### src/hw/ast_pkg.sv
// package for the serial transceiver: offsets, field layouts, resets,
// bit timing and states.
// assumes a single system clock and a byte-wide register port.
package ast_pkg;

   // register offsets on the byte-wide register port
   localparam logic [2:0] AST_REG_DATA = 3'h0;     // write: holding, read: receive
   localparam logic [2:0] AST_REG_STATUS0 = 3'h1;  // line and error status
   localparam logic [2:0] AST_REG_CTRL0 = 3'h2;    // enables and character format
   localparam logic [2:0] AST_REG_CTRL1 = 3'h3;    // multidrop and interrupt choice
   localparam logic [2:0] AST_REG_DIV_HI = 3'h4;   // divider, upper byte
   localparam logic [2:0] AST_REG_DIV_LO = 3'h5;   // divider, lower byte
   localparam logic [2:0] AST_REG_ADDR_CMP = 3'h6; // own node address
   localparam logic [2:0] AST_REG_STATUS1 = 3'h7;  // multidrop receive status

   // control 0 layout, msb first
   typedef struct packed {
      logic tx_enable_ctl;     // transmitter on
      logic rx_enable_ctl;     // receiver on
      logic flow_gate_enable;  // clear-to-send gates new characters
      logic parity_enable_ctl; // ninth bit carries parity
      logic parity_odd;        // 1 odd, 0 even
      logic two_stop;          // 1 sends two stop bits
      logic [1:0] rsvd;        // read as zero
   } ast_ctrl0_t;

   // control 1 layout, msb first
   typedef struct packed {
      logic multidrop_enable;          // ninth bit carries address flag
      logic [1:0] match_scheme_select; // address matching scheme
      logic tx_address_flag;           // flag sent with the next byte written
      logic [2:0] rsvd;                // read as zero
      logic errors_only;               // receive interrupt on errors alone
   } ast_ctrl1_t;

   // status 0 layout, msb first
   typedef struct packed {
      logic rx_data_available; // receive register full
      logic parity_err;        // parity mismatch
      logic overrun_err;       // byte arrived while register full
      logic framing_err;       // first stop bit low
      logic break_seen;        // all-zero character with low stop
      logic tx_holding_empty;  // holding register can take a byte
      logic tx_idle;           // shifter idle, line high
      logic flow_clear;        // clear-to-send asserted
   } ast_status0_t;

   // reset values
   localparam logic [7:0] AST_CTRL0_RST = 8'h00;
   localparam logic [7:0] AST_CTRL1_RST = 8'h00;
   localparam logic [7:0] AST_ADDR_RST = 8'h00;

   // matching schemes
   localparam logic [1:0] AST_MATCH_ALL = 2'h0;     // every byte delivered
   localparam logic [1:0] AST_MATCH_ADDR = 2'h1;    // address bytes only
   localparam logic [1:0] AST_MATCH_HW = 2'h2;      // matched address and its data
   localparam logic [1:0] AST_MATCH_HW_DATA = 2'h3; // data of matched frames only

   // bit timing: sixteen divider ticks per bit, sample in the middle
   localparam logic [3:0] AST_TICK_LAST = 4'hF;
   localparam logic [3:0] AST_TICK_MID = 4'h7;
   localparam logic [2:0] AST_BIT_LAST = 3'h7;

   // character states, gray along start-data-ninth-stop
   typedef enum logic [2:0] {
      AST_IDLE = 3'b000,
      AST_START = 3'b001,
      AST_DATA = 3'b011,
      AST_NINTH = 3'b010,
      AST_STOP = 3'b110
   } ast_state_t;

endpackage

### src/hw/ast_async_serial_transceiver.sv
// serial transceiver: transmitter, receiver, shared 16-bit divider,
// byte-wide register port.
// assumes rxd and cts_n are already synchronous to mclk.
//
// The strobed register port and the register addresses were left to the implementer.
`timescale 1ns/100ps
`default_nettype none

// Summary of operation
// tx and rx independent, shared rate/format
// eight data bits, lsb first
// low start, one or two stop
// parity generated and checked, even/odd
// framing, parity, overrun, break flagged
// sixteen-bit divider from two byte registers
// separate transmit and receive enables
// holding empty reads 1 when free
// holding byte moves to shifter automatically
// tx interrupt while holding register empty
// data available reads 1 when full
// separate tx and rx interrupts, status cause
// rx interrupt on data+errors or errors
// address flag sent with each byte
// software keeps parity off in multidrop
// clear-to-send optionally gates transmit start
// multidrop enable, scheme field, compare address
// clear-to-send sampled one clock before start
// holding write clears holding empty flag
// address flag replaces parity bit position
// low first stop bit is framing error
module ast_async_serial_transceiver #(
   parameter logic [15:0] DIV_RESET = 16'h0001 // divider after reset
) (
   // clock and reset
   input wire logic mclk,
   input wire logic reset,
   // register port
   input wire logic [2:0] addr,
   input wire logic [7:0] wdata,
   input wire logic wr_strobe,
   input wire logic rd_strobe,
   output logic [7:0] rdata,
   // serial line
   output logic txd,
   input wire logic rxd,
   input wire logic cts_n,
   // interrupt requests
   output logic tx_irq,
   output logic rx_irq
);

   // software registers
   ast_pkg::ast_ctrl0_t ctrl0;   // enables and format
   ast_pkg::ast_ctrl1_t ctrl1;   // multidrop and interrupt choice
   logic [7:0] div_hi;           // divider upper byte
   logic [7:0] div_lo;           // divider lower byte
   logic [7:0] node_addr;        // own node address
   // divider
   logic [15:0] div_cnt;         // counts down to the next tick
   logic tick;                   // one-cycle sixteenth-of-bit pulse
   // transmitter
   ast_pkg::ast_state_t tx_state;
   logic [7:0] tx_hold;          // holding register
   logic tx_hold_flag;           // address flag captured with the byte
   logic tx_holding_empty;       // holding register free
   logic [7:0] tx_shift;         // outgoing shifter
   logic tx_ninth;               // parity or address flag
   logic tx_ninth_used;          // ninth bit present this character
   logic [3:0] tx_tick;          // ticks within a bit
   logic [2:0] tx_bit;           // data bit index
   logic tx_second_stop;         // in second stop bit
   logic cts_n_q;                // clear-to-send, one clock old
   logic tx_load;                // holding to shifter this cycle
   // receiver
   ast_pkg::ast_state_t rx_state;
   logic rx_in;                  // registered line sample
   logic [7:0] rx_shift;         // incoming shifter
   logic rx_ninth;               // received ninth bit
   logic [3:0] rx_tick;          // ticks within a bit
   logic [2:0] rx_bit;           // data bit index
   logic [7:0] rx_data;          // receive data register
   ast_pkg::ast_status0_t st;    // status flags (tx fields unused here)
   logic rx_addr_seen;           // last delivered byte was an address
   logic new_frame;              // first data byte after matched address
   logic frame_matched;          // current frame addressed to us
   logic pending_new;            // next data byte opens a frame
   logic rx_done;                // stop bit sampled this cycle
   logic rx_deliver;             // completed byte goes to the register
   logic rd_data;                // software reads the receive register
   logic wr_data;                // software writes the holding register
   logic rx_is_addr;             // completed byte carries address flag
   logic rx_match;               // completed address equals node address

   // register port decode
   assign rd_data = rd_strobe && (addr == ast_pkg::AST_REG_DATA);
   assign wr_data = wr_strobe && (addr == ast_pkg::AST_REG_DATA);

   // software writable registers
   always_ff @(posedge mclk) begin
      if (reset) begin
         ctrl0 <= ast_pkg::ast_ctrl0_t'(ast_pkg::AST_CTRL0_RST);
         ctrl1 <= ast_pkg::ast_ctrl1_t'(ast_pkg::AST_CTRL1_RST);
         div_hi <= DIV_RESET[15:8];
         div_lo <= DIV_RESET[7:0];
         node_addr <= ast_pkg::AST_ADDR_RST;
      end else if (wr_strobe) begin
         unique case (addr)
            ast_pkg::AST_REG_CTRL0: begin
               ctrl0 <= ast_pkg::ast_ctrl0_t'({wdata[7:2], 2'h0});
            end
            ast_pkg::AST_REG_CTRL1: begin
               ctrl1 <= ast_pkg::ast_ctrl1_t'({wdata[7:4], 3'h0, wdata[0]});
            end
            ast_pkg::AST_REG_DIV_HI: begin
               div_hi <= wdata;
            end
            ast_pkg::AST_REG_DIV_LO: begin
               div_lo <= wdata;
            end
            ast_pkg::AST_REG_ADDR_CMP: begin
               node_addr <= wdata;
            end
            default: begin
               // data and status offsets handled elsewhere
            end
         endcase
      end
   end

   // shared divider: one tick per sixteenth of a bit for both directions
   // a new divisor applies at the next reload: no half ticks
   always_ff @(posedge mclk) begin
      if (reset) begin
         div_cnt <= 16'h0000;
         tick <= 1'b0;
      end else begin
         tick <= (div_cnt == 16'h0000);
         if (div_cnt == 16'h0000) begin
            div_cnt <= {div_hi, div_lo} - 16'h0001;
         end else begin
            div_cnt <= div_cnt - 16'h0001;
         end
      end
   end

   // clear-to-send sampled one clock ahead of any start
   always_ff @(posedge mclk) begin
      if (reset) begin
         cts_n_q <= 1'b1;
      end else begin
         cts_n_q <= cts_n;
      end
   end

   // start a character only from idle, enabled, and with the gate open
   assign tx_load = (tx_state == ast_pkg::AST_IDLE) && ctrl0.tx_enable_ctl &&
                    !tx_holding_empty &&
                    (!ctrl0.flow_gate_enable || !cts_n_q);

   // holding register and its empty flag
   // a write in the load cycle keeps the new byte, so the write wins here
   always_ff @(posedge mclk) begin
      if (reset) begin
         tx_hold <= 8'h00;
         tx_hold_flag <= 1'b0;
         tx_holding_empty <= 1'b1;
      end else begin
         if (wr_data) begin
            tx_hold <= wdata;
            tx_hold_flag <= ctrl1.tx_address_flag;
            tx_holding_empty <= 1'b0;
         end else if (tx_load) begin
            tx_holding_empty <= 1'b1;
         end
      end
   end

   // transmit sequencer; a clear-to-send drop mid-character is ignored
   always_ff @(posedge mclk) begin
      if (reset) begin
         tx_state <= ast_pkg::AST_IDLE;
         tx_shift <= 8'h00;
         tx_ninth <= 1'b0;
         tx_ninth_used <= 1'b0;
         tx_tick <= 4'h0;
         tx_bit <= 3'h0;
         tx_second_stop <= 1'b0;
         txd <= 1'b1;
      end else begin
         unique case (tx_state)
            ast_pkg::AST_IDLE: begin
               txd <= 1'b1;
               if (tx_load) begin
                  tx_state <= ast_pkg::AST_START;
                  tx_shift <= tx_hold;
                  tx_ninth_used <= ctrl1.multidrop_enable || ctrl0.parity_enable_ctl;
                  // address flag takes precedence over parity in multidrop
                  tx_ninth <= ctrl1.multidrop_enable ? tx_hold_flag :
                              ((^tx_hold) ^ ctrl0.parity_odd);
                  tx_tick <= 4'h0;
                  tx_bit <= 3'h0;
                  tx_second_stop <= 1'b0;
                  txd <= 1'b0;
               end
            end
            ast_pkg::AST_START: begin
               if (tick) begin
                  tx_tick <= tx_tick + 4'h1;
                  if (tx_tick == ast_pkg::AST_TICK_LAST) begin
                     tx_state <= ast_pkg::AST_DATA;
                     txd <= tx_shift[0];
                  end
               end
            end
            ast_pkg::AST_DATA: begin
               if (tick) begin
                  tx_tick <= tx_tick + 4'h1;
                  if (tx_tick == ast_pkg::AST_TICK_LAST) begin
                     tx_shift <= {1'b0, tx_shift[7:1]};
                     tx_bit <= tx_bit + 3'h1;
                     if (tx_bit != ast_pkg::AST_BIT_LAST) begin
                        txd <= tx_shift[1];
                     end else if (tx_ninth_used) begin
                        tx_state <= ast_pkg::AST_NINTH;
                        txd <= tx_ninth;
                     end else begin
                        tx_state <= ast_pkg::AST_STOP;
                        txd <= 1'b1;
                     end
                  end
               end
            end
            ast_pkg::AST_NINTH: begin
               if (tick) begin
                  tx_tick <= tx_tick + 4'h1;
                  if (tx_tick == ast_pkg::AST_TICK_LAST) begin
                     tx_state <= ast_pkg::AST_STOP;
                     txd <= 1'b1;
                  end
               end
            end
            ast_pkg::AST_STOP: begin
               if (tick) begin
                  tx_tick <= tx_tick + 4'h1;
                  if (tx_tick == ast_pkg::AST_TICK_LAST) begin
                     if (ctrl0.two_stop && !tx_second_stop) begin
                        tx_second_stop <= 1'b1;
                     end else begin
                        tx_state <= ast_pkg::AST_IDLE;
                     end
                  end
               end
            end
            default: begin
               tx_state <= ast_pkg::AST_IDLE;
            end
         endcase
      end
   end

   // receive sequencer: samples mid-bit, finishes at middle of first stop
   assign rx_done = (rx_state == ast_pkg::AST_STOP) && tick &&
                    (rx_tick == ast_pkg::AST_TICK_LAST);
   always_ff @(posedge mclk) begin
      if (reset) begin
         rx_state <= ast_pkg::AST_IDLE;
         rx_in <= 1'b1;
         rx_shift <= 8'h00;
         rx_ninth <= 1'b0;
         rx_tick <= 4'h0;
         rx_bit <= 3'h0;
      end else begin
         rx_in <= rxd;
         unique case (rx_state)
            ast_pkg::AST_IDLE: begin
               rx_tick <= 4'h0;
               rx_bit <= 3'h0;
               if (ctrl0.rx_enable_ctl && !rx_in) begin
                  rx_state <= ast_pkg::AST_START;
               end
            end
            ast_pkg::AST_START: begin
               if (tick) begin
                  rx_tick <= rx_tick + 4'h1;
                  if (rx_tick == ast_pkg::AST_TICK_MID) begin
                     // a glitch shorter than half a bit is not a start
                     rx_state <= rx_in ? ast_pkg::AST_IDLE : ast_pkg::AST_DATA;
                     rx_tick <= 4'h0;
                  end
               end
            end
            ast_pkg::AST_DATA: begin
               if (tick) begin
                  rx_tick <= rx_tick + 4'h1;
                  if (rx_tick == ast_pkg::AST_TICK_LAST) begin
                     rx_shift <= {rx_in, rx_shift[7:1]};
                     rx_bit <= rx_bit + 3'h1;
                     if (rx_bit == ast_pkg::AST_BIT_LAST) begin
                        rx_state <= (ctrl1.multidrop_enable || ctrl0.parity_enable_ctl) ?
                                    ast_pkg::AST_NINTH : ast_pkg::AST_STOP;
                     end
                  end
               end
            end
            ast_pkg::AST_NINTH: begin
               if (tick) begin
                  rx_tick <= rx_tick + 4'h1;
                  if (rx_tick == ast_pkg::AST_TICK_LAST) begin
                     rx_ninth <= rx_in;
                     rx_state <= ast_pkg::AST_STOP;
                  end
               end
            end
            ast_pkg::AST_STOP: begin
               if (tick) begin
                  rx_tick <= rx_tick + 4'h1;
                  if (rx_tick == ast_pkg::AST_TICK_LAST) begin
                     rx_state <= ast_pkg::AST_IDLE;
                  end
               end
            end
            default: begin
               rx_state <= ast_pkg::AST_IDLE;
            end
         endcase
      end
   end

   // multidrop filtering of completed bytes
   assign rx_is_addr = ctrl1.multidrop_enable && rx_ninth;
   assign rx_match = (rx_shift == node_addr);
   always_comb begin
      rx_deliver = 1'b1;
      if (ctrl1.multidrop_enable) begin
         unique case (ctrl1.match_scheme_select)
            ast_pkg::AST_MATCH_ALL: rx_deliver = 1'b1;
            ast_pkg::AST_MATCH_ADDR: rx_deliver = rx_is_addr;
            ast_pkg::AST_MATCH_HW: rx_deliver = rx_is_addr ? rx_match : frame_matched;
            ast_pkg::AST_MATCH_HW_DATA: rx_deliver = !rx_is_addr && frame_matched;
         endcase
      end
   end

   // frame tracking for the automatic schemes
   always_ff @(posedge mclk) begin
      if (reset) begin
         frame_matched <= 1'b0;
         pending_new <= 1'b0;
      end else if (rx_done && rx_is_addr) begin
         frame_matched <= rx_match;
         pending_new <= rx_match;
      end else if (rx_done && rx_deliver) begin
         pending_new <= 1'b0;
      end
   end

   // receive register and status; a new event beats a same-cycle clear
   always_ff @(posedge mclk) begin
      if (reset) begin
         rx_data <= 8'h00;
         st <= '0;
         rx_addr_seen <= 1'b0;
         new_frame <= 1'b0;
      end else begin
         if (rd_data) begin
            st.rx_data_available <= 1'b0;
            st.parity_err <= 1'b0;
            st.overrun_err <= 1'b0;
            st.framing_err <= 1'b0;
            st.break_seen <= 1'b0;
         end
         if (rx_done) begin
            st.framing_err <= !rx_in;
            st.break_seen <= !rx_in && (rx_shift == 8'h00) && !rx_ninth;
            st.parity_err <= ctrl0.parity_enable_ctl && !ctrl1.multidrop_enable &&
                             ((^rx_shift ^ rx_ninth) != ctrl0.parity_odd);
            if (rx_deliver) begin
               rx_data <= rx_shift;
               st.rx_data_available <= 1'b1;
               st.overrun_err <= st.rx_data_available && !rd_data;
               rx_addr_seen <= rx_is_addr;
               new_frame <= !rx_is_addr && pending_new;
            end
         end
      end
   end

   // interrupt requests, registered straight to the pins
   always_ff @(posedge mclk) begin
      if (reset) begin
         tx_irq <= 1'b0;
         rx_irq <= 1'b0;
      end else begin
         tx_irq <= ctrl0.tx_enable_ctl && tx_holding_empty;
         rx_irq <= ctrl0.rx_enable_ctl &&
                   ((st.rx_data_available && !ctrl1.errors_only) ||
                    st.parity_err || st.overrun_err || st.framing_err || st.break_seen);
      end
   end

   // read data stands for one cycle after the strobe, zero otherwise
   always_ff @(posedge mclk) begin
      if (reset) begin
         rdata <= 8'h00;
      end else if (rd_strobe) begin
         unique case (addr)
            ast_pkg::AST_REG_DATA: rdata <= rx_data;
            ast_pkg::AST_REG_STATUS0: begin
               rdata <= {st.rx_data_available, st.parity_err, st.overrun_err,
                         st.framing_err, st.break_seen, tx_holding_empty,
                         (tx_state == ast_pkg::AST_IDLE), !cts_n_q};
            end
            ast_pkg::AST_REG_CTRL0: rdata <= ctrl0;
            ast_pkg::AST_REG_CTRL1: rdata <= ctrl1;
            ast_pkg::AST_REG_DIV_HI: rdata <= div_hi;
            ast_pkg::AST_REG_DIV_LO: rdata <= div_lo;
            ast_pkg::AST_REG_ADDR_CMP: rdata <= node_addr;
            ast_pkg::AST_REG_STATUS1: rdata <= {6'h00, rx_addr_seen, new_frame};
         endcase
      end else begin
         rdata <= 8'h00;
      end
   end

endmodule // ast_async_serial_transceiver

`default_nettype wire

### config.mk
export PLATFORM = sky130hd
export DESIGN_NAME = ast_async_serial_transceiver
export DESIGN_NICKNAME = d
export VERILOG_FILES = /design/src/hw/ast_pkg.sv /design/src/hw/ast_async_serial_transceiver.sv
export SDC_FILE = /design/constraint.sdc
export NUM_CORES = 1
export LEC_CHECK = 0
export BUFFER_PORTS_ARGS = -buffer_cell sky130_fd_sc_hd__buf_2
export CAP_MARGIN = 10
export CORE_ASPECT_RATIO = 0.6
export CORE_UTILIZATION = 35
export CTS_CLUSTER_DIAMETER = 80
export CTS_CLUSTER_SIZE = 28
export DETAILED_ROUTE_END_ITERATION = 8
export HOLD_SLACK_MARGIN = 0.03
export PLACE_DENSITY = 0.51
export REMOVE_ABC_BUFFERS = 1
export SKIP_CTS_REPAIR_TIMING = 1
export SLEW_MARGIN = 20
export SYNTH_ARGS = -nofsm -noshare
export SYNTH_HDL_FRONTEND = slang
export SYNTH_SLANG_ARGS = --single-unit
### constraint.sdc
create_clock -name mclk -period 8.1 [get_ports mclk]
set_input_delay 0.81 -clock mclk [delete_from_list [all_inputs] [get_ports mclk]]
set_output_delay 0.81 -clock mclk [all_outputs]
set_load 0.02 [all_outputs]
# [After elaboration in Yosys (flattened, before gate mapping)]
# Index checks and enable logic that the tools add are counted.
[op_classes] addsub=6 n_bitwise=3 mux=73 reduce_logical=75 n_eq_ne=49
[op_table] cell="3-bit two-way mux" n=28
[op_table] cell="8-bit case mux with 8 select lines" n=1
[op_table] cell="2-bit != test, second input constant" n=21
[op_table] cell="16-bit by 1-bit subtractor with 16-bit output, second input constant" n=2
[op_table] cell="3-bit case mux with 5 select lines" n=2
[op_table] cell="8-bit two-way mux" n=3
[op_table] cell="1-bit logical AND" n=22
[op_table] cell="1-bit two-way mux" n=22
[op_table] cell="3-bit == test, second input constant" n=7
[op_table] cell="4-bit two-way mux" n=5
[op_table] cell="3-bit by 2-bit == test with 1-bit output, second input constant" n=6
[op_table] cell="16-bit zero test" n=1
[op_table] cell="16-bit two-way mux" n=1
[op_table] cell="8-bit case mux with 2 select lines" n=1
[op_table] cell="8-bit XOR reduction" n=2
[op_table] cell="3-bit AND reduction" n=5
[op_table] cell="2-bit AND reduction" n=7
[op_table] cell="2-bit nonzero test" n=7
[op_table] cell="3-bit case mux with 2 select lines" n=2
[op_table] cell="4-bit case mux with 3 select lines" n=1
[op_table] cell="11-bit AND reduction" n=1
[op_table] cell="1-bit zero test" n=10
[op_table] cell="5-bit two-way mux" n=2
[op_table] cell="10-bit AND reduction" n=1
[op_table] cell="29 further kinds" n=46
[word_totals] output_inout_bits=11 inputBits=17 reg_bits=132

# [Depth between registers and ports, before layout]
# Gate-level depths: netlist of run 1.
[depth] word_depth=8 depth_mapped=11

# [Least setup slack after synthesis of run 1]
# OpenSTA, ideal clock, no wires.
[synth_timing] kind="reg-to-reg" from="register div_cnt[2]" to="register div_cnt[10]" path_stages_with_launch=12 synth_period_minus_slack_ps=3034 t_arrival_ps=2913 setup_time_ps=121 slack_ps=5066 cell_sequence="dfxtp_1 clkbuf_1 nor2_1 nand2_1 nor2_2 a21oi_1 ha_1 or4b_1 nor4_2 nand4_1 a221oi_2 mux2_2"
[synth_via] elab_chain_len=2 word_cells_on_any_way=3 classes_between="add/sub (1); mux (1); reduce/logical (1)"
[synth_lines] element="start: declaration" line="ast_async_serial_transceiver.sv:59" text="logic [15:0] div_cnt;"
[synth_lines] element="start signal: assignment" line="ast_async_serial_transceiver.sv:139" text="div_cnt <= {div_hi, div_lo} - 16'h0001;"
[synth_lines] element="start signal: assignment" line="ast_async_serial_transceiver.sv:141" text="div_cnt <= div_cnt - 16'h0001;"
[synth_lines] element="16-bit by 1-bit subtractor with 16-bit output or 16-bit zero test (tied branches)" line="ast_async_serial_transceiver.sv:141, ast_async_serial_transceiver.sv:138"
[synth_lines] element="16-bit two-way mux (*)" line="ast_async_serial_transceiver.sv:138" text="if (div_cnt == 16'h0000) begin"
# Mark *: on every way between the ends. The rest lies on a longest branch, timed or not.
# A chain may end at the register's enable or synchronous reset.

# [Final worst setup path of run 1]
[layout_timing] from="register div_cnt[6]" to="register div_cnt[10]"
# Same word-level chain as after synthesis.

==> metrics.md, run 1 <==
| Metric | Value |
|---|---|
| First-pass GRT wire length | `30.1 mm` |
| Synth area leader | `dfxtp_1` |
| Horiz. Die Dim | `179 um` |
| Fmax | `about 0.28 GHz` |
| Crit-path slowest cell | `or4b_1` |
| Antenna-violating nets left | `0` |
| Slew headroom | `38.6%` |
| CP max stage delay | `0.52 ns` |
| Total congestion overflow | `0` |
| EDFF count, synth | `0` |
| Status | `completed` |
| WL final | `19.3 mm` |
| Largest cells by area after synthesis | `dfxtp_1 (40%), mux2i_1 (6.2%), nand2_1 (5.8%), a21oi_1 (5.0%), nor2_1 (4.9%)` |
| Tot Pwr | `2110 uW` |
| CP Class | `flip-flop to flip-flop` |
| Clock power share | `between 30 and 40%` |
| Leakage | `between 0.002 and 0.003 uW` |
| Crit Path Max Fanout | `11` |
| Int Power | `approximately 1400 uW` |
| H-tree levels | `4` |
| Initial antenna violation count | `0` |
| Worst Clk Skew | `0.0115 ns` |
| Clock sink total | `132` |
| Seq/Total Area, Yosys | `39.9%` |
| Switching Share | `35.0%` |
| Core Rows | `38` |
| Total Nets Final | `829` |
| Setup violators final | `0` |
| Top_reg_cell synth | `dfxtp_1` |
| Die extent in y | `108 um` |
| Total negative setup slack | `0 ns` |
| CP required | `8.41 ns` |
| Worst-Skew Late Latency | `0.42 ns` |
| Share of total power in sequential cells | `35.9%` |
| Diode count | `0` |
| Largest net degree at the start of global routing | `80` |
| I/O Buffers | `27` |
| NetSw | `around 740 uW` |
| Core Footprint | `0.0183 mm^2` |
| Die area | `slightly below 0.02 mm^2` |
| Final hold violations | `0` |
| CTS Buf Count | `17` |
| Gr usage total | `20.4%` |
| Combinational Power Share | `27.5%` |
| WL per Instance | `18.3 um` |
| Synth top area share | `39.9%` |
| Hold WC Path Type | `flip-flop to flip-flop` |
| Via count | `5807` |
| Worst-case clock buffer depth | `2` |
| Critical path launch point type | `flip-flop` |
| Async SR Flop Fraction | `0%` |
| Worst slew pin tran | `0.914 ns` |
| Final Cycle Share | `44.1%` |
| Yosys cell types | `68` |
| Max Cap Viol | `0` |
| Pre-Repair DR Iteration Count | `5` |
| Largest delay share family, worst path | `simple AND/OR/NAND/NOR gates` |
| CTS tree | `done` |
| Layout area overhead | `13.1%` |
| Clock Pin Slew Worst Setup and Hold Paths | `around 0.06 ns` |
| Critical-path cell list | `or4_4 -> nand4b_1 -> nor2_2 -> a21oi_1 -> ha_1 -> or4b_1 -> nor4_2 -> nand4_1 -> a221oi_2 -> mux2_2` |
| CP endpoint kind | `flip-flop` |
| Post-synth design cell area | `about 0.0066 mm^2` |
| Vias per cell | `roughly 5.5` |
| Buf+Inv Stages, Crit Path | `0` |
| Number of global-route vias before repair | `between 5000 and 6000` |
| Initial drt markers | `548` |
| I/O Pins | `28` |
| Power Density | `282 mW/mm^2` |
| Total number of yosys warnings | `0` |
| Hold_ws | `0.458 ns` |
| GP Congestion | `0.858` |
| Gate Count Post-Synth | `800` |
| Yosys reg bits | `132` |
| Share of layout cells above drive strength 1 | `11.4%` |
| Slew Limit Fails | `0` |
| Worst vdd ir | `between 0.1 and 0.15 mV` |
| Synth Area per Inst | `8.27 um^2` |
| Remaining DRCs | `0` |
| Clk root buf | `clkbuf_16` |
| RSZ-0062 raised after global routing | `false` |
| Final Critical Period | `3.57 ns` |
| Post-DP HPWL | `13.5 mm` |
| CP Data Arrival Time | `3.88 ns` |
| Initial core utilization | `36.1%` |
-- layout by cell type, fill, tap and decap left out, types with 6 or more instances in the layout --
cell type and count:
nor3_1 13, nand2_1 103, xnor2_1 18, nor4_1 7, nor2b_1 20, mux2_2 9
a21oi_1 66, or2_2 8, nand3_1 17, a311oi_1 8, nor2_1 87, or3_1 7
buf_2 26, nand2b_1 24, nand4_1 9, clkbuf_16 17, ha_1 11, mux2i_1 41
a31oi_1 18, inv_1 18, a211oi_1 11, a22oi_1 6, o21ai_0 27, dfxtp_1 132
-- power groups by stage --
stage | combinational [uW] | clock (uW) | sequential (uW)
6_report | 581 | 773 | 758
5_1_grt | 633 | 828 | 766
4_1_cts | 568 | 791 | 757
3_5_place_dp | 566 | 0 | 771
3_3_place_gp | 565 | 0 | 768
2_1_floorplan | 407 | 0 | 756
-- sequential cells by signal, summed over array words and instances (netlist names), 4 cells and up --
register / count
div_cnt: 16
div_hi: 8
div_lo: 8
node_addr: 8
rdata: 8
rx_data: 8
rx_shift: 8
tx_hold: 8
tx_shift: 8
ctrl0: 6
ctrl1: 5
st: 5
rx_tick: 4
tx_tick: 4
-- metrics by stage --
step                cell area [um^2]  cells  utilization (%)  setup WS, ns
finish                          7480   1054             40.9          4.53
CTS                             7470   1054             40.8          4.57
floorplan                       6420    753                -          5.10
detailed placement              6880   1022             37.6          4.60
global placement                6880   1022             37.6          4.72
global route                    7480   1054             40.9          4.30
-- cell families after synthesis --
logic type | Yosys count | share of synthesized area [%]
AOI/OAI and AO/OA | 181 | 17.9
muxes | 50 | 7.74
DFF | 132 | 39.9
buffers and inverters | 65 | 3.90
xor gates and xnor gates | 24 | 3.39
adders and majority gates | 11 | 2.08
and+or+nand+nor | 337 | 25.0
-- per-layer routing --
layer  up-vias  part of all wire (%)  global-route usage, %
li1       2852                     -                      -
met1      2786                    55                   31.7
met2       156                    39                   28.1
met3        13                   5.3                   4.31
met4         0                  0.73                   4.62
met5         -                     0                      0
-- worst reg2reg max path, stage by stage, from the launching register on --
cell	delay, ns
dfxtp_1	0.40
or4_4	0.19
nand4b_1	0.39
nor2_2	0.17
a21oi_1	0.22
ha_1	0.27
or4b_1	0.52
nor4_2	0.41
nand4_1	0.21
a221oi_2	0.33
mux2_2	0.35
-- area by class of cell --
cell class,count,area [um^2]
tap,240,300
fill,1796,10800
timing repair buffer,29,153
multi-input combinational,603,3730
sequential,132,2640
inverter,18,67.6
clock inverter,14,153
clock buffer,18,439
-- worst paths after layout --
path | slack (ns) | depth (start not counted) | endpoint | startpoint
max | 4.53 | 10 | div_cnt[10] | div_cnt[6]
max reg2reg | 4.53 | 10 | div_cnt[10] | div_cnt[6]
min reg2reg | 0.46 | 2 | tx_hold_flag | tx_hold_flag
min | 0.46 | 2 | tx_hold_flag | tx_hold_flag
-- Yosys cell counts (11+ instances only) --
library cell / n
nor3_1: 14
a31oi_1: 18
o21ai_0: 27
ha_1: 11
clkbuf_1: 34
mux2i_1: 41
a211oi_1: 11
xnor2_1: 18
nand2_1: 103
a21oi_1: 66
nor2b_1: 20
inv_1: 18
nor2_1: 87
dfxtp_1: 132
nand2b_1: 24
nand3_1: 17
Note: power is estimated with default switching activity, not from simulation.
==> run 2, diff against run 1 <==
--- a/config.mk
+++ b/config.mk
@@ -5,6 +5,7 @@
 export SDC_FILE = /design/constraint.sdc
 export NUM_CORES = 1
 export LEC_CHECK = 0
+export ABC_AREA = 1
 export BUFFER_PORTS_ARGS = -buffer_cell sky130_fd_sc_hd__buf_2
 export CAP_MARGIN = 10
 export CORE_ASPECT_RATIO = 0.6
@@ -13,7 +14,7 @@
 export CTS_CLUSTER_SIZE = 28
 export DETAILED_ROUTE_END_ITERATION = 8
 export HOLD_SLACK_MARGIN = 0.03
-export PLACE_DENSITY = 0.51
+export PLACE_DENSITY = 0.53
 export REMOVE_ABC_BUFFERS = 1
 export SKIP_CTS_REPAIR_TIMING = 1
 export SLEW_MARGIN = 20
==> constraint.sdc (replaced) <==
create_clock -name mclk -period 3 [get_ports mclk]
set_input_delay 0.3 -clock mclk [delete_from_list [all_inputs] [get_ports mclk]]
set_output_delay 0.3 -clock mclk [all_outputs]
set_load 0.02 [all_outputs]
==> run 2 against run 1 <==
  * Flip-flop and latch count did not move
  * Critical path depth grew 3
  * Global-route usage is 1.2 points higher
  * Worst hold slack worse by 0.39 ns
  * Largest cell class unchanged
  * Cell count is 12% higher
  * Combinational power rose to 3.5 times the previous value
  * Via count up 3.5%
  * Largest power group unchanged
  * Sequential power grew to 2.7 times the previous value
  * Register-to-register slack got worse by 3.7 ns
  * First-iteration DRC count is 19% higher
  * Total power rose to 3.0 times the previous value
  * Critical endpoint unchanged
  * Sequential share of layout area increased by 0.60 points
==> metrics.md, run 2 <==
| Metric | Value |
|---|---|
| Most frequent cells in the layout | `nand2_1 (185), dfxtp_1 (132), inv_1 (108), a21oi_1 (107), nor2_1 (98)` |
| Number of global-route vias before repair | `5253 (-1.3%)` |
| Total Nets Final | `958 (+16%)` |
| CTS tree | `done` |
| Status | `completed` |
| Die extent in y | `106 um (-2.0%)` |
| I/O Pins | `28 (unchanged)` |
| Clock sink total | `132 (unchanged)` |
| Power Density | `863 mW/mm^2 (+210%)` |
| Clock Pin Slew Worst Setup and Hold Paths | `0.06 ns (about the same)` |
| Final Critical Period | `2.16 ns (-1.41 ns)` |
| Worst slew pin tran | `0.627 ns (-0.286 ns)` |
| Fmax | `0.463 GHz (+65%)` |
| Setup violators final | `0 (unchanged)` |
| Worst vdd ir | `0.421 mV (+180%)` |
| Worst-case reg-to-reg path depth | `13 (+3)` |
| Synth top area share | `41.6% (+1.7 points)` |
| First-pass GRT wire length | `30.4 mm (+1.1%)` |
| Most frequent cell after synthesis | `nand2_1` |
| Share of layout cells above drive strength 1 | `10.1% (-1.4 points)` |
| Worst-Skew Late Latency | `0.43 ns (about the same)` |
| Synth Area per Inst | `7.00 um^2 (-15%)` |
| Reg with most FFs | `div_cnt` |
| Hold path depth | `2 (unchanged)` |
| Die area | `0.0187 mm^2 (-4.0%)` |
| RSZ-0062 raised after global routing | `false` |
| Diode count | `0 (unchanged)` |
| Top_reg_cell synth | `dfxtp_1` |
| Post-DP HPWL | `14.4 mm (+7.0%)` |
| Leakage | `0.00306 uW (+16%)` |
| Commonest cells post-synth | `nand2_1 (185), dfxtp_1 (132), inv_1 (109), a21oi_1 (107), nor2_1 (98)` |
| Core Rows | `37 (-2.6%)` |
| Core Footprint | `0.0175 mm^2 (-4.7%)` |
| Via count | `6009 (+3.5%)` |
| Total number of yosys warnings | `0 (unchanged)` |
| Layout area overhead | `15.9%` |
| H-tree levels | `4 (unchanged)` |
| I/O Buffers | `27 (unchanged)` |
| Most common cell after layout, fill and taps aside | `nand2_1` |
| CTS Buf Count | `17 (unchanged)` |
| Total negative setup slack | `0 ns (unchanged)` |
| CP Data Arrival Time | `2.48 ns (-1.40 ns)` |
| WL per Instance | `16.6 um (-9.0%)` |
| Critical path launch point type | `flip-flop` |
| Total congestion overflow | `0 (unchanged)` |
| Vias per cell | `5.11 (-7.3%)` |
| Gate Count Post-Synth | `906 (+13%)` |
| Worst Clk Skew | `0.0111 ns (-0.000380 ns)` |
| CP Class | `flip-flop to flip-flop` |
| Fin area | `0.00736 mm^2 (-1.7%)` |
| Slew headroom | `58.2% (+20 points)` |
| Synth area leader | `dfxtp_1` |
| Seq/Total Area, Yosys | `41.6% (+1.7 points)` |
| Initial core utilization | `36.4% (+0.22 points)` |
| Yosys reg bits | `132 (unchanged)` |
| Max FFs per register | `16 (unchanged)` |
| Reg2reg start | `div_cnt[1]` |
| Crit Path Max Fanout | `14 (+3)` |
| WL final | `19.6 mm (+1.6%)` |
| GP Congestion | `0.970 (+13%)` |
| Final Cycle Share | `72.0% (+28 points)` |
| Slew Limit Fails | `0 (unchanged)` |
| Largest net degree at the start of global routing | `44 (-45%)` |
| Final hold violations | `0 (unchanged)` |
| EDFF count, synth | `0 (unchanged)` |
| Initial drt markers | `650 (+19%)` |
| Worst-case clock buffer depth | `2 (unchanged)` |
| HP Start | `rxd` |
| Largest cells by area after synthesis | `dfxtp_1 (42%), nand2_1 (11%), a21oi_1 (8.4%), o21ai_0 (7.2%), inv_1 (6.4%)` |
| Hold Path End | `rx_in` |
| Antenna-violating nets left | `0 (unchanged)` |
| Hold WC Path Type | `input port to flip-flop` |
| Pre-Repair DR Iteration Count | `6 (+1)` |
| Horiz. Die Dim | `176 um (-2.0%)` |
| Post-route worst setup slack | `0.839 ns (-3.69 ns)` |
| R2r endpoint | `div_cnt[10]` |
| Async SR Flop Fraction | `0% (unchanged)` |
| CP endpoint kind | `flip-flop` |
| FF-to-FF setup slack | `0.84 ns (-3.69 ns)` |
| Tot Pwr | `6350 uW (+200%)` |
| Yosys cell types | `38 (-44%)` |
| CP required | `3.32 ns (-5.09 ns)` |
| Initial antenna violation count | `2 (+2)` |
| Placement Setup Slack | `0.890 ns (-3.71 ns)` |
| Placed Area | `0.00670 mm^2 (-2.7%)` |
| Gr usage total | `21.7% (+1.2 points)` |
| Remaining DRCs | `0 (unchanged)` |
| Clk root buf | `clkbuf_16` |
| Post-synth design cell area | `0.00634 mm^2 (-4.1%)` |
| Max Cap Viol | `0 (unchanged)` |
==> run 2: cell count changes after synthesis, sizes merged, moves of 41 or more <==
cell / delta
nand3: +43
o21ai: +64
mux2i: -41
a21oi: +41
inv: +93
nand2: +88
==> run 2: cell families after synthesis <==
kind of cell	Yosys count	share of synthesized area [%]
adder cells (fa/ha/maj)	11	2.17
AND/OR/NAND/NOR	375	25.5
flip-flops	132	41.6
XOR/XNOR	15	2.07
buffers and inverters	142	9.01
AO/OA/AOI/OAI	231	19.6
==> run 2: worst max-delay path: stages (launching register included) <==
cell     delay (ns)
dfxtp_1        0.32
nor2_1         0.18
nand2_1        0.12
nor2_4         0.31
nand2_4        0.20
nor2_1         0.16
nor2_2         0.07
ha_1           0.26
nand3_4        0.12
inv_2          0.07
nand3_1        0.10
nand2_1        0.06
nand2_1        0.05
nor2_1         0.04
==> run 2: per-layer routing <==
layer	part of all wire, %	GRT usage [%]
met4	0.91	4.60
met5	0.28	2.50
met3	9.4	6.40
met2	35	25.4
met1	54	35.8
==> run 2: layout make-up <==
cell class | count | area [um^2]
sequential | 132 | 2640
timing repair buffer | 35 | 208
fill | 1813 | 10100
clock inverter | 15 | 231
clock buffer | 17 | 425
multi-input combinational | 632 | 3140
inverter | 112 | 420
tap | 234 | 293
==> run 2: through the flow <==
stage / cells / hold slack [ns] / util (%)
6_report: 1177 / 0.0642 / 42.1
5_1_grt: 1177 / 0.0631 / 42.1
4_1_cts: 1177 / 0.0639 / 42.1
3_5_place_dp: 1145 / 0.447 / 38.4
3_3_place_gp: 1145 / 0.443 / 38.4
2_1_floorplan: 876 / 0.367 / -
==> run 2: worst max-delay path by stage <==
stage,end,start,cells after the start,slack (ns)
final,div_cnt[10],div_cnt[1],13,0.84
after global routing,div_cnt[12],div_cnt[13],13,0.65
after CTS,div_cnt[10],div_cnt[1],13,0.88
after detailed placement,div_cnt[12],div_cnt[1],13,0.89
after global placement,div_cnt[12],div_cnt[1],13,0.93
after floorplan,rx_bit[1],rx_tick[0],6,0.98
==> run 2: where the power goes <==
part	switching [uW]	total [uW]	internal (uW)
clock network	838	2320	1480
logic	1420	2010	594
registers	101	2020	1910
total	2360	6350	3990
==> run 3, diff against run 2 <==
--- a/config.mk
+++ b/config.mk
@@ -14,7 +14,7 @@
 export CTS_CLUSTER_SIZE = 28
 export DETAILED_ROUTE_END_ITERATION = 8
 export HOLD_SLACK_MARGIN = 0.03
-export PLACE_DENSITY = 0.53
+export PLACE_DENSITY = 0.51
 export REMOVE_ABC_BUFFERS = 1
 export SKIP_CTS_REPAIR_TIMING = 1
 export SLEW_MARGIN = 20
==> constraint.sdc (replaced) <==
create_clock -name mclk -period 2 [get_ports mclk]
set_input_delay 0.2 -clock mclk [delete_from_list [all_inputs] [get_ports mclk]]
set_output_delay 0.2 -clock mclk [all_outputs]
set_load 0.02 [all_outputs]
==> run 3 against run 2 <==
  * Clock skew decreased by 0.0010 ns
  * Non-clock buffer count increased by 25
  * Design area increased by 2.2%
  * Register-to-register slack got worse by 0.83 ns
  * Critical path depth decreased by 2
  * Sequential power increased by 50%
  * Total power increased by 53%
  * Flip-flop and latch count unchanged
  * Critical path type unchanged
==> metrics.md, run 3 (synthesis results as in run 2) <==
| Metric | Value |
|---|---|
| I/O Buffers | `27 (unchanged)` |
| Max FFs per register | `16 (unchanged)` |
| Remaining DRCs | `0 (unchanged)` |
| Diode count | `0 (unchanged)` |
| GP Congestion | `0.907 (-6.4%)` |
| CP Data Arrival Time | `2.34 ns (-0.14 ns)` |
| Via count | `6097 (+1.5%)` |
| Slew headroom | `56.4% (-1.8 points)` |
| Antenna-violating nets left | `0 (unchanged)` |
| Status | `completed` |
| Final hold violations | `0 (unchanged)` |
| Final Cycle Share | `99.3% (+27 points)` |
| Power Density | `1290 mW/mm^2 (+50%)` |
| Fillers | `1805 (-0.44%)` |
| Core Footprint | `0.0175 mm^2 (unchanged)` |
| DP Cell Count | `1164 (+1.7%)` |
| Crit Path Max Fanout | `5 (-9)` |
| I/O Pins | `28 (unchanged)` |
| CP required | `2.35 ns (-0.97 ns)` |
| Most common cell after layout, fill and taps aside | `nand2_1` |
| Hold_ws | `0.132 ns (+0.0681 ns)` |
| Core Rows | `37 (unchanged)` |
| Initial core utilization | `36.4% (unchanged)` |
| Final core occ | `43.1% (+0.94 points)` |
| First-pass GRT wire length | `31.4 mm (+3.1%)` |
| CP endpoint kind | `flip-flop` |
| Clock sink total | `132 (unchanged)` |
| Non-Filler Instances | `1202 (+2.1%)` |
| Initial drt markers | `680 (+4.6%)` |
| Final Critical Period | `1.99 ns (-0.175 ns)` |
| Initial antenna violation count | `0 (-2)` |
| Die area | `0.0187 mm^2 (unchanged)` |
| R2r endpoint | `div_cnt[7]` |
| Gr usage total | `22.8% (+1.2 points)` |
| Max Cap Viol | `0 (unchanged)` |
| CTS tree | `done` |
| Post-DP HPWL | `15.6 mm (+8.4%)` |
| Worst slew pin tran | `0.647 ns (+0.0195 ns)` |
| Clock Pin Slew Worst Setup and Hold Paths | `0.07 ns (about the same)` |
| Pre-Repair DR Iteration Count | `5 (-1)` |
| WL final | `20.5 mm (+4.7%)` |
| H-tree levels | `4 (unchanged)` |
| Worst-case reg-to-reg path depth | `11 (-2)` |
| Most frequent cells in the layout | `nand2_1 (182), dfxtp_1 (132), inv_1 (108), a21oi_1 (105), nor2_1 (93)` |
| Setup violators final | `0 (unchanged)` |
| FF-to-FF setup slack | `0.01 ns (-0.83 ns)` |
| Hold path depth | `3 (+1)` |
| Share of layout cells above drive strength 1 | `13.3% (+3.3 points)` |
| Hold Path End | `ctrl1[0]` |
| Clk root buf | `clkbuf_16` |
| HP Start | `wdata[0]` |
| Reg2reg start | `div_cnt[1]` |
| Die extent in y | `106 um (unchanged)` |
| Number of global-route vias before repair | `5272 (+0.36%)` |
| Horiz. Die Dim | `176 um (unchanged)` |
| Largest net degree at the start of global routing | `58 (+32%)` |
| Total congestion overflow | `0 (unchanged)` |
| Hold WC Path Type | `input port to flip-flop` |
| Layout area overhead | `18.5%` |
| Tot Pwr | `9710 uW (+53%)` |
| CP Class | `flip-flop to flip-flop` |
| Worst vdd ir | `0.610 mV (+45%)` |
| Leakage | `0.00314 uW (+2.8%)` |
| Total Nets Final | `983 (+2.6%)` |
| Worst Clk Skew | `0.0101 ns (-0.000997 ns)` |
| Worst-Skew Late Latency | `0.43 ns (about the same)` |
| Critical path launch point type | `flip-flop` |
| Worst-case clock buffer depth | `2 (unchanged)` |
| Fmax | `0.503 GHz (+8.8%)` |
| WL per Instance | `17.1 um (+2.5%)` |
| Reg with most FFs | `div_cnt` |
| Vias per cell | `5.07 (-0.65%)` |
| CTS Buf Count | `17 (unchanged)` |
| Slew Limit Fails | `0 (unchanged)` |
## run 3: layout make-up
class	instances	area, um^2	area share [%]
clock buffers	18	439	5.84
clock inverters	14	141	1.88
inverters	112	420	5.59
multi-input cells	632	3180	42.2
flip-flops and latches	132	2640	35.1
well taps	234	293	3.89
repair buffers	60	408	5.42
## run 3: worst max-delay path by stage
stage | to | startpoint | slack (ns) | cells past startpoint
final | div_cnt[7] | div_cnt[1] | 0.01 | 11
after global routing | div_cnt[7] | div_cnt[1] | -0.06 | 12
after CTS | div_cnt[2] | div_cnt[15] | 0.003 | 9
after detailed placement | div_cnt[2] | div_cnt[15] | 0.01 | 9
after global placement | div_cnt[12] | div_cnt[15] | 0.03 | 13
after floorplan | rx_bit[1] | rx_tick[0] | -0.02 | 6
## run 3: report_power, final
group          internal (uW)  switching (uW)
combinational           1160            2430
clock                   1780            1320
sequential              2870             157
## run 3: worst max-delay path, stage by stage, from the launching register on
cell and delay, ns:
dfxtp_1 0.33, nor2_2 0.18, nand2_1 0.12, nor2_4 0.22
buf_4 0.17, nand3_4 0.06, nand2_4 0.11, nand3_2 0.14
nor2_4 0.23, buf_4 0.15, nand2_2 0.03, a21oi_1 0.16
## run 3: stage by stage
step / TNS, ns / setup WS (ns) / area [um^2]
after floorplan: -0.0386 / -0.0151 / 6190
after global placement: 0 / 0.0253 / 6840
after detailed placement: 0 / 0.0134 / 6840
after CTS: 0 / 0.00335 / 7420
after global routing: -0.124 / -0.0642 / 7520
final: 0 / 0.0139 / 7520
## run 3: metal layers
| metal | vias to the layer above | global-route usage [%] | wire (um) | part of all wire, % |
|---|---|---|---|---|
| li1 | 3089 | - | - | - |
| met1 | 2767 | 37.8 | 11400 | 55 |
| met2 | 222 | 25.2 | 6850 | 33 |
| met3 | 19 | 7.98 | 2050 | 10 |
| met4 | 0 | 6.46 | 231 | 1.1 |
| met5 | - | 0 | 0 | 0 |
